$ cat config.mk
export PLATFORM = sky130hd
export DESIGN_NAME = swtg_core
export DESIGN_NICKNAME = d
export VERILOG_FILES = /design/src/swtg_pkg.sv /design/src/swtg_interval.sv /design/src/swtg_core.sv
export SDC_FILE = /design/constraint.sdc
export NUM_CORES = 1
export LEC_CHECK = 0
export BUFFER_PORTS_ARGS = -buffer_cell sky130_fd_sc_hd__buf_2
export CORE_MARGIN = 4
export CORE_UTILIZATION = 55
export DETAILED_ROUTE_END_ITERATION = 12
export HOLD_SLACK_MARGIN = 0.12
export PLACE_DENSITY = 0.75
export SLEW_MARGIN = 15
export SYNTH_ARGS = -nofsm -noshare
export SYNTH_HDL_FRONTEND = slang
export SYNTH_SLANG_ARGS = --single-unit
$ cat constraint.sdc
create_clock -name pclk -period 2 [get_ports pclk]
set_input_delay 0.1 -clock pclk [delete_from_list [all_inputs] [get_ports pclk]]
set_output_delay 0.1 -clock pclk [all_outputs]
set_load 0.05 [all_outputs]
$ cat src/swtg_pkg.sv
// Constants shared by the sweep trigger and gate control block.
// Assumes a 50 MHz pclk and an APB master with 32-bit data.
package swtg_pkg;
  // Clock and derived converter clock
  localparam int unsigned PCLK_HZ      = 50_000_000;
  localparam int unsigned CONV_CLK_HZ  = 1_000_000;
  localparam int unsigned CONV_DIV     = PCLK_HZ / CONV_CLK_HZ;
  localparam int unsigned CONV_HALF    = CONV_DIV / 2;
  localparam int unsigned CNT_W        = 24;
  localparam int unsigned DAC_W        = 8;
  // Register byte offsets
  localparam logic [7:0] CTRL_OFF      = 8'h00;
  localparam logic [7:0] GATE_DLY_OFF  = 8'h04;
  localparam logic [7:0] GATE_LEN_OFF  = 8'h08;
  localparam logic [7:0] LEVEL_OFF     = 8'h0c;
  localparam logic [7:0] STATUS_OFF    = 8'h10;
  localparam logic [7:0] SCAN_CMD_OFF  = 8'h14;
  // Control field positions
  localparam int unsigned CTRL_SEL_LO  = 0;
  localparam int unsigned CTRL_SEL_HI  = 1;
  localparam int unsigned CTRL_SINGLE  = 2;
  localparam int unsigned CTRL_GATE_EN = 3;
  localparam int unsigned CTRL_EDGE    = 4;
  localparam int unsigned CTRL_NEG     = 5;
  localparam int unsigned CTRL_W       = 6;
  // Scan command bits
  localparam int unsigned CMD_CLEAR    = 0;
  localparam int unsigned CMD_ARM      = 1;
  // Values after reset
  localparam logic [CTRL_W-1:0] CTRL_RST = 6'h00;
  localparam logic [CNT_W-1:0]  DLY_RST  = 24'h000000;
  localparam logic [CNT_W-1:0]  LEN_RST  = 24'h000000;
  localparam logic [DAC_W-1:0]  DAC_RST  = 8'h00;
  // Level DAC strobe sequence length in pclk cycles
  localparam logic [1:0] DAC_SEQ_LEN     = 2'h3;
  // Trigger source codes {hi, lo}
  typedef enum logic [1:0] {
    SRC_FREE  = 2'b00,
    SRC_VIDEO = 2'b01,
    SRC_LINE  = 2'b11,
    SRC_EXT   = 2'b10
  } swtg_src_t;
  // Gate sequencer states, Gray coded
  typedef enum logic [1:0] {
    G_IDLE  = 2'b00,
    G_DELAY = 2'b01,
    G_LEN   = 2'b11,
    G_REL   = 2'b10
  } swtg_gate_t;
endpackage : swtg_pkg

$ cat src/swtg_interval.sv
// One down-counting interval timer channel.
// Assumes tick is a one-cycle enable on the same clock.
`timescale 1ns/1ps
module swtg_interval (
  input  wire logic                      pclk,
  input  wire logic                      presetn,
  input  wire logic                      tick,
  input  wire logic                      start,
  input  wire logic [swtg_pkg::CNT_W-1:0] length,
  output logic                           busy,
  output logic                           done
);
  logic [swtg_pkg::CNT_W-1:0] count_reg;

  // Load on start, count ticks, pulse done at end
  always_ff @(posedge pclk or negedge presetn) begin
    if (!presetn) begin
      count_reg <= '0;
      busy      <= 1'b0;
      done      <= 1'b0;
    end else begin
      done <= 1'b0;
      if (start) begin
        count_reg <= length;
        busy      <= (length != '0);
        done      <= (length == '0);   // Zero length ends at once
      end else if (busy && tick) begin
        if (count_reg == {{(swtg_pkg::CNT_W-1){1'b0}}, 1'b1}) begin
          busy <= 1'b0;
          done <= 1'b1;
        end
        count_reg <= count_reg - 1'b1;
      end
    end
  end
endmodule : swtg_interval

$ cat src/swtg_core.sv
// Sweep trigger selection, scan latch and gated-video timing with APB registers.
// Assumes 50 MHz pclk, asynchronous trigger pins, and a strobe-select block
// driving the timer strobe.
//
// Functional notes
// - One of four trigger sources picked by two select lines.
// - Select codes lo,hi: LL free, HL video, HH line, LH external.
// - Selected trigger sets scan latch output high to start sweep.
// - Free run and single triggering synced to converter clock; free trigger from it.
// - Gate trigger has level mode and edge mode, chosen by configuration.
// - Edge mode uses rising or falling gate edge, selectable.
// - Timer channel zero times delay, channel one times length.
// - Delay and length programmable; last loaded values are used.
// - Gate timing triggered from external gate trigger input.
// - Level DAC loaded with select and write strobes; one step per volt.
`timescale 1ns/1ps
module swtg_core (
  input  wire logic                      pclk,
  input  wire logic                      presetn,
  // APB slave
  input  wire logic                      psel,
  input  wire logic                      penable,
  input  wire logic                      pwrite,
  input  wire logic [7:0]                paddr,
  input  wire logic [31:0]               pwdata,
  output logic [31:0]                    prdata,
  output logic                           pready,
  output logic                           pslverr,
  // Trigger sources and gate input, asynchronous
  input  wire logic                      video_trig_in,
  input  wire logic                      line_sync_in,
  input  wire logic                      ext_trig_in,
  input  wire logic                      gate_trig_in,
  input  wire logic                      gate_timer_strobe_n,
  // Outputs
  output logic                           trig_select_bit_lo,
  output logic                           trig_select_bit_hi,
  output logic                           scan_start_latch,
  output logic                           converter_clock_out,
  output logic                           video_gate,
  output logic [swtg_pkg::DAC_W-1:0]     level_dac_code,
  output logic                           level_dac_load_n,
  output logic                           write_strobe_n
);
  // Register state
  logic [swtg_pkg::CTRL_W-1:0] ctrl_reg;
  logic [swtg_pkg::CNT_W-1:0]  dly_reg;
  logic [swtg_pkg::CNT_W-1:0]  len_reg;
  logic [swtg_pkg::CNT_W-1:0]  dly_act_reg;
  logic [swtg_pkg::CNT_W-1:0]  len_act_reg;
  logic                        timer_en_reg;
  logic                        armed_reg;
  logic                        pending_reg;
  logic [1:0]                  dac_seq_reg;
  // Synchronisers
  logic [1:0]                  video_s, line_s, ext_s, gate_s, tstb_s;
  logic                        gate_d, tstb_d;
  // Divider
  logic [5:0]                  div_reg;
  logic                        conv_tick;
  // Trigger path
  logic                        src_level, src_prev, trig_event;
  logic                        single_mode, sync_mode;
  // Gate path
  swtg_pkg::swtg_gate_t        gstate_reg;
  logic                        gate_active, gate_qual;
  logic                        start0, start1, busy0, busy1, done0, done1;
  // Bus decode
  logic                        setup, access, wr_en, addr_ok;

  assign setup   = psel && !penable;
  assign access  = psel && penable;
  assign wr_en   = access && pwrite;
  assign pready  = 1'b1;   // Zero wait states

  // Decode of mapped offsets
  always_comb begin
    case (paddr)
      swtg_pkg::CTRL_OFF,
      swtg_pkg::GATE_DLY_OFF,
      swtg_pkg::GATE_LEN_OFF,
      swtg_pkg::LEVEL_OFF,
      swtg_pkg::STATUS_OFF,
      swtg_pkg::SCAN_CMD_OFF: addr_ok = 1'b1;
      default:                addr_ok = 1'b0;
    endcase
  end

  assign pslverr = access && !addr_ok;

  // Two-stage synchronisers for all pin inputs
  always_ff @(posedge pclk or negedge presetn) begin
    if (!presetn) begin
      video_s <= 2'b00;
      line_s  <= 2'b00;
      ext_s   <= 2'b00;
      gate_s  <= 2'b00;
      tstb_s  <= 2'b11;
    end else begin
      video_s <= {video_s[0], video_trig_in};
      line_s  <= {line_s[0], line_sync_in};
      ext_s   <= {ext_s[0], ext_trig_in};
      gate_s  <= {gate_s[0], gate_trig_in};
      tstb_s  <= {tstb_s[0], gate_timer_strobe_n};
    end
  end

  // Previous synchronised values for edge detection
  always_ff @(posedge pclk or negedge presetn) begin
    if (!presetn) begin
      gate_d <= 1'b0;
      tstb_d <= 1'b1;
    end else begin
      gate_d <= gate_s[1];
      tstb_d <= tstb_s[1];
    end
  end

  // Converter clock divider: 1 MHz square wave and tick
  always_ff @(posedge pclk or negedge presetn) begin
    if (!presetn) begin
      div_reg             <= 6'h00;
      converter_clock_out <= 1'b0;
    end else begin
      if (div_reg == 6'(swtg_pkg::CONV_DIV - 1)) begin
        div_reg <= 6'h00;
      end else begin
        div_reg <= div_reg + 6'h01;
      end
      converter_clock_out <= (div_reg < 6'(swtg_pkg::CONV_HALF));
    end
  end

  // Tick marks the converter clock rising edge
  assign conv_tick = (div_reg == 6'h00);

  // Control register writes
  always_ff @(posedge pclk or negedge presetn) begin
    if (!presetn) begin
      ctrl_reg <= swtg_pkg::CTRL_RST;
    end else if (wr_en && paddr == swtg_pkg::CTRL_OFF) begin
      ctrl_reg <= pwdata[swtg_pkg::CTRL_W-1:0];
    end
  end

  // select lines follow the control field
  assign trig_select_bit_lo = ctrl_reg[swtg_pkg::CTRL_SEL_LO];
  assign trig_select_bit_hi = ctrl_reg[swtg_pkg::CTRL_SEL_HI];
  assign single_mode        = ctrl_reg[swtg_pkg::CTRL_SINGLE];

  always_ff @(posedge pclk or negedge presetn) begin
    if (!presetn) begin
      dly_reg <= swtg_pkg::DLY_RST;
      len_reg <= swtg_pkg::LEN_RST;
    end else if (wr_en) begin
      if (paddr == swtg_pkg::GATE_DLY_OFF) begin
        dly_reg <= pwdata[swtg_pkg::CNT_W-1:0];
      end
      if (paddr == swtg_pkg::GATE_LEN_OFF) begin
        len_reg <= pwdata[swtg_pkg::CNT_W-1:0];
      end
    end
  end

  // timer strobe loads values and enables the timers
  always_ff @(posedge pclk or negedge presetn) begin
    if (!presetn) begin
      dly_act_reg  <= swtg_pkg::DLY_RST;
      len_act_reg  <= swtg_pkg::LEN_RST;
      timer_en_reg <= 1'b0;
    end else if (tstb_d && !tstb_s[1]) begin
      dly_act_reg  <= dly_reg;
      len_act_reg  <= len_reg;
      timer_en_reg <= 1'b1;
    end
  end

  always_comb begin
    case (swtg_pkg::swtg_src_t'({trig_select_bit_hi, trig_select_bit_lo}))
      // free run taken from converter clock
      swtg_pkg::SRC_FREE:  src_level = converter_clock_out;
      swtg_pkg::SRC_VIDEO: src_level = video_s[1];
      swtg_pkg::SRC_LINE:  src_level = line_s[1];
      swtg_pkg::SRC_EXT:   src_level = ext_s[1];
      default:             src_level = 1'b0;
    endcase
  end

  // Rising edge of the chosen source
  always_ff @(posedge pclk or negedge presetn) begin
    if (!presetn) begin
      src_prev <= 1'b0;
    end else begin
      src_prev <= src_level;
    end
  end

  assign trig_event = src_level && !src_prev;
  assign sync_mode  = single_mode ||
                      ({trig_select_bit_hi, trig_select_bit_lo} == swtg_pkg::SRC_FREE);

  // Single mode arms once per software request
  always_ff @(posedge pclk or negedge presetn) begin
    if (!presetn) begin
      armed_reg <= 1'b0;
    end else if (wr_en && paddr == swtg_pkg::SCAN_CMD_OFF
                 && pwdata[swtg_pkg::CMD_ARM]) begin
      armed_reg <= 1'b1;
    end else if (scan_start_latch) begin
      armed_reg <= 1'b0;
    end
  end

  // pending trigger waits for converter clock tick
  always_ff @(posedge pclk or negedge presetn) begin
    if (!presetn) begin
      pending_reg <= 1'b0;
    end else if (trig_event && sync_mode) begin
      pending_reg <= 1'b1;   // Set wins over the tick clear
    end else if (conv_tick) begin
      pending_reg <= 1'b0;
    end
  end

  // scan latch set by trigger, cleared by software
  always_ff @(posedge pclk or negedge presetn) begin
    if (!presetn) begin
      scan_start_latch <= 1'b0;
    end else if ((single_mode ? armed_reg : 1'b1) &&
                 (sync_mode ? (pending_reg && conv_tick) : trig_event)) begin
      scan_start_latch <= 1'b1;
    end else if (wr_en && paddr == swtg_pkg::SCAN_CMD_OFF
                 && pwdata[swtg_pkg::CMD_CLEAR]) begin
      scan_start_latch <= 1'b0;
    end
  end

  // gate trigger from external gate pin; level or edge mode
  always_comb begin
    if (ctrl_reg[swtg_pkg::CTRL_EDGE]) begin
      gate_qual = ctrl_reg[swtg_pkg::CTRL_NEG] ? (gate_d && !gate_s[1])
                                                : (!gate_d && gate_s[1]);
    end else begin
      gate_qual   = gate_s[1] ^ ctrl_reg[swtg_pkg::CTRL_NEG];
    end
    gate_active = ctrl_reg[swtg_pkg::CTRL_GATE_EN] && timer_en_reg && gate_qual;
  end

  // gate sequencer: delay, length, then wait for next trigger
  always_ff @(posedge pclk or negedge presetn) begin
    if (!presetn) begin
      gstate_reg <= swtg_pkg::G_IDLE;
    end else if (!ctrl_reg[swtg_pkg::CTRL_GATE_EN] || !timer_en_reg) begin
      gstate_reg <= swtg_pkg::G_IDLE;
    end else begin
      case (gstate_reg)
        swtg_pkg::G_IDLE:  if (gate_active) gstate_reg <= swtg_pkg::G_DELAY;
        swtg_pkg::G_DELAY: if (done0) gstate_reg <= swtg_pkg::G_LEN;
        swtg_pkg::G_LEN:   if (done1) gstate_reg <= swtg_pkg::G_REL;
        swtg_pkg::G_REL: begin
          // Level mode must see the level drop before retrigger
          if (ctrl_reg[swtg_pkg::CTRL_EDGE] || !gate_qual) begin
            gstate_reg <= swtg_pkg::G_IDLE;
          end
        end
        default:           gstate_reg <= swtg_pkg::G_IDLE;
      endcase
    end
  end

  // channel starts: zero on trigger, one when delay ends
  assign start0 = (gstate_reg == swtg_pkg::G_IDLE) && gate_active;
  assign start1 = (gstate_reg == swtg_pkg::G_DELAY) && done0;

  // channel zero times the gate delay
  swtg_interval u_delay (
    .pclk    (pclk),
    .presetn (presetn),
    .tick    (conv_tick),
    .start   (start0),
    .length  (dly_act_reg),
    .busy    (busy0),
    .done    (done0)
  );

  // channel one times the gate length
  swtg_interval u_length (
    .pclk    (pclk),
    .presetn (presetn),
    .tick    (conv_tick),
    .start   (start1),
    .length  (len_act_reg),
    .busy    (busy1),
    .done    (done1)
  );

  // video gate registered from length channel
  always_ff @(posedge pclk or negedge presetn) begin
    if (!presetn) begin
      video_gate <= 1'b0;
    end else begin
      video_gate <= busy1;
    end
  end

  // level DAC code, one code step per volt
  always_ff @(posedge pclk or negedge presetn) begin
    if (!presetn) begin
      level_dac_code <= swtg_pkg::DAC_RST;
    end else if (wr_en && paddr == swtg_pkg::LEVEL_OFF) begin
      level_dac_code <= pwdata[swtg_pkg::DAC_W-1:0];
    end
  end

  // select strobe for three cycles, write strobe in the middle
  always_ff @(posedge pclk or negedge presetn) begin
    if (!presetn) begin
      dac_seq_reg      <= 2'h0;
      level_dac_load_n <= 1'b1;
      write_strobe_n   <= 1'b1;
    end else begin
      if (wr_en && paddr == swtg_pkg::LEVEL_OFF) begin
        dac_seq_reg <= swtg_pkg::DAC_SEQ_LEN;
      end else if (dac_seq_reg != 2'h0) begin
        dac_seq_reg <= dac_seq_reg - 2'h1;
      end
      level_dac_load_n <= !((wr_en && paddr == swtg_pkg::LEVEL_OFF) ||
                            (dac_seq_reg > 2'h1));
      write_strobe_n   <= !(dac_seq_reg == swtg_pkg::DAC_SEQ_LEN);
    end
  end

  // Read data captured in the setup phase
  always_ff @(posedge pclk or negedge presetn) begin
    if (!presetn) begin
      prdata <= 32'h00000000;
    end else if (setup && !pwrite) begin
      case (paddr)
        swtg_pkg::CTRL_OFF:     prdata <= {26'h0, ctrl_reg};
        swtg_pkg::GATE_DLY_OFF: prdata <= {8'h00, dly_reg};
        swtg_pkg::GATE_LEN_OFF: prdata <= {8'h00, len_reg};
        swtg_pkg::LEVEL_OFF:    prdata <= {24'h0, level_dac_code};
        swtg_pkg::STATUS_OFF:   prdata <= {20'h0, video_s[1], line_s[1], ext_s[1],
                                           gate_s[1], gstate_reg, busy1, busy0,
                                           timer_en_reg, armed_reg, pending_reg,
                                           scan_start_latch};
        default:                prdata <= 32'h00000000;
      endcase
    end
  end
endmodule : swtg_core

==> flow_summary.json <==
{
  "run_status": "finished clean",
  "drc": 0,
  "async_flop_share_pct": 100.0,
  "post_dp_cell_area_sq_um": 10870,
  "cpPeakStageDelay_ns": 0.55,
  "grt_pass1_vias": 7184,
  "critical_path_arrival_ns": 2.41,
  "timing.fmax_ghz": 0.5102,
  "grtUsageTotal_pct": 23.02,
  "antenna_found_initial": 0,
  "multiInputGateArea_sq_um": 4355,
  "r2r_setup_slack_ns": 0.04,
  "cp_num_buf_inv": 0,
  "drt-met1-wl_mm": 10.52,
  "io_pins": 99,
  "fin_hold_ws_ns": 0.1071,
  "worstPathRequired_ns": 2.45,
  "ys_seq_area_share_pct": 54.20,
  "slew_headroom_pct": 58.13,
  "ir_drop_v": 0.0007747,
  "crit_family": "simple AND/OR/NAND/NOR gates",
  "ys_ff_latch": 217,
  "wl_mm": 23.71,
  "synth_edf_count": 0,
  "num-fill-cells": 1294,
  "reg2reg_from": "u_delay.count_reg[21]",
  "vias": 7181,
  "clockBufferDepth": 3,
  "numCtsBuffers": 24,
  "maxUsedRoutingLayer": "met4",
  "grt_max_degree": 64,
  "final_common_cell": "dfrtp_1",
  "synth_area_sq_um": 10030,
  "hp-class": "in -> async",
  "grt_pass1_wl_mm": 37.54,
  "cts.sinks": 217,
  "rsz0062_at_grt": "true",
  "reg2reg_to": "u_delay.done",
  "crit_path_start_kind": "register",
  "antenna_cells": 0,
  "crit_end": "u_delay.done",
  "max_slew.worst_pin.slew_ns": 0.6233,
  "ys_warn_count": 0,
  "timing.max_cap.violations": 0,
  "mostFrequentLayoutCells": "dfrtp_1 (212), mux2_2 (94), buf_2 (81)",
  "firstDrtPassIters": 5,
  "static-leakage-power_uw": 0.006025,
  "hold_viol_final": 0,
  "rr_worst_depth": 5,
  "route.met3.wl_mm": 1.262,
  "core-area_sq_um": 17960,
  "ant_nets": 0,
  "vias_per_cell": 5.745,
  "drive_above_1_share_pct": 32.81,
  "dr_wl_met2_mm": 11.09,
  "post-route-period-util_pct": 98.01,
  "cts_tree": "yes",
  "die_w_um": 143.0,
  "cp_slowest_cell": "or4_4",
  "dr.first_iter.drc_count": 482,
  "clock_latency_ns": 0.52,
  "drv_slew": 0,
  "min_period_ns": 1.960,
  "num_rows": 49,
  "p_per_area_nw_per_um2": 838.1,
  "setup_viol": 0,
  "avgSynthCellArea_sq_um": 11.83,
  "port_buffers": 81,
  "die-area_sq_um": 20460,
  "endpoint_kind": "register",
  "path_class": "reg -> reg",
  "crit_path_max_fanout": 2,
  "dp.final_hpwl_mm": 16.24,
  "gp_congestion": 0.8880,
  "finalNetCount": 1065,
  "clk_pin_slew_ns": 0.06,
  "root_buffer": "clkbuf_16",
  "grt.overflow.total": 0,
  "path_cells": "or4_4 > or2_4 > or2_0 > nor4_2 > mux2_1",
  "htreeDepth": 1,
  "start_util_pct": 55.84,
  "crit_cells": 5,
  "regArea_sq_um": 5436,
  "fin_area_sq_um": 12190,
  "synth_cells": 848,
  "startpoint": "u_delay.count_reg[21]",
  "wl_per_cell_um": 18.97,
  "die_h_um": 143.0,
  "synth_top_flop_cell": "dfrtp_1",
  "skew_ns": 0.01192,
  "syn2layout_area_growth_pct": 21.55,
  "synth_cell_type_count": 58
}
routing by layer:
| layer | GRT usage [%] | vias up |
|---|---|---|
| met4 | 8.004 | 0 |
| met1 | 32.32 | 3560 |
| met2 | 36.67 | 228 |
| met5 | 0 | - |
| met3 | 3.818 | 59 |
| li1 | - | 3334 |
Yosys cell counts (5+ instances only):
master      n  share of area [%]
dfrtp_1   212                 53
mux2_2     94                 11
nor2_1     80                3.0
a21oi_1    55                2.7
nand2_1    45                1.7
xnor2_1    44                3.8
nor3_1     27                1.3
clkbuf_1   22               0.82
nor4_1     22                1.4
a22oi_1    21                1.6
mux2_4     20                3.0
inv_1      15               0.56
o21ai_0    13               0.65
o31ai_1    12               0.90
buf_4      11               0.82
ha_1       11                1.4
buf_2      10               0.50
nor4_2     10                1.2
or3_1      10               0.62
nand2b_1    9               0.56
nand3_1     9               0.45
nand4_1     9               0.56
nor2b_1     7               0.44
mux4_2      6                1.3
or4_1       6               0.45
dfstp_2     5                1.3
repair_timing:
| item | in CTS | in global routing |
|---|---|---|
| hold buffers | 39 | 0 |
| pin swaps | 1 | 6 |
| setup buffers | 0 | 7 |
| gates resized for setup | 0 | 21 |
| endpoints found under the setup margin | 3 | 23 |
| cloned | 0 | 1 |
| hold endpoints to repair | 289 | 0 |
power by group:
part           total (uW)  switching [uW]  internal, uW
sequential           4750             171          4580
combinational        1070             605           463
clock                4400            1780          2620
cell families after synthesis:
family          share of synthesized area, %
fa+ha+maj                              1.372
xor+xnor                               4.191
flops                                  54.20
compound gates                         7.384
buf+inv                                3.443
other cells                          0.07487
simple gates                           13.93
mux                                    15.40
worst register-to-register path, delay by kind of cell, from the launching register on:
kind | cells | cell delay, ns
simple gates | 4 | 1.32
flops | 1 | 0.39
mux | 1 | 0.19
worst min-delay path by stage:
stage | from | endpoint | slack, ns | cells past startpoint
6_report | presetn | len_act_reg[20] | 0.11 | 2
5_1_grt | presetn | len_act_reg[20] | 0.14 | 2
4_1_cts | presetn | len_act_reg[20] | 0.13 | 2
3_5_place_dp | presetn | len_act_reg[20] | 0.06 | 1
3_3_place_gp | presetn | len_act_reg[20] | 0.07 | 1
2_1_floorplan | presetn | armed_reg | -0.20 | 0
metrics by stage:
step	total power, uW	cells	utilization [%]	setup slack [ns]	setup TNS (ns)
floorplan	5425	855	-	0.1530	0
global placement	5754	1161	60.50	0.05821	0
detailed placement	5791	1161	60.50	-0.008065	-0.009284
CTS	10250	1243	67.12	-0.01518	-0.02745
global route	10610	1250	67.88	-0.02178	-0.06229
finish	10220	1250	67.88	0.03983	0
layout make-up:
| type | instances | share of cell area [%] |
|---|---|---|
| clock buffers | 30 | 5.439 |
| clock inverters | 13 | 1.108 |
| well taps | 229 | 2.350 |
| flip-flops and latches | 217 | 44.59 |
| repair buffers | 173 | 10.33 |
| inverters | 15 | 0.4618 |
| multi-input cells | 573 | 35.72 |
No activity file was read; power rests on OpenSTA's default activity.
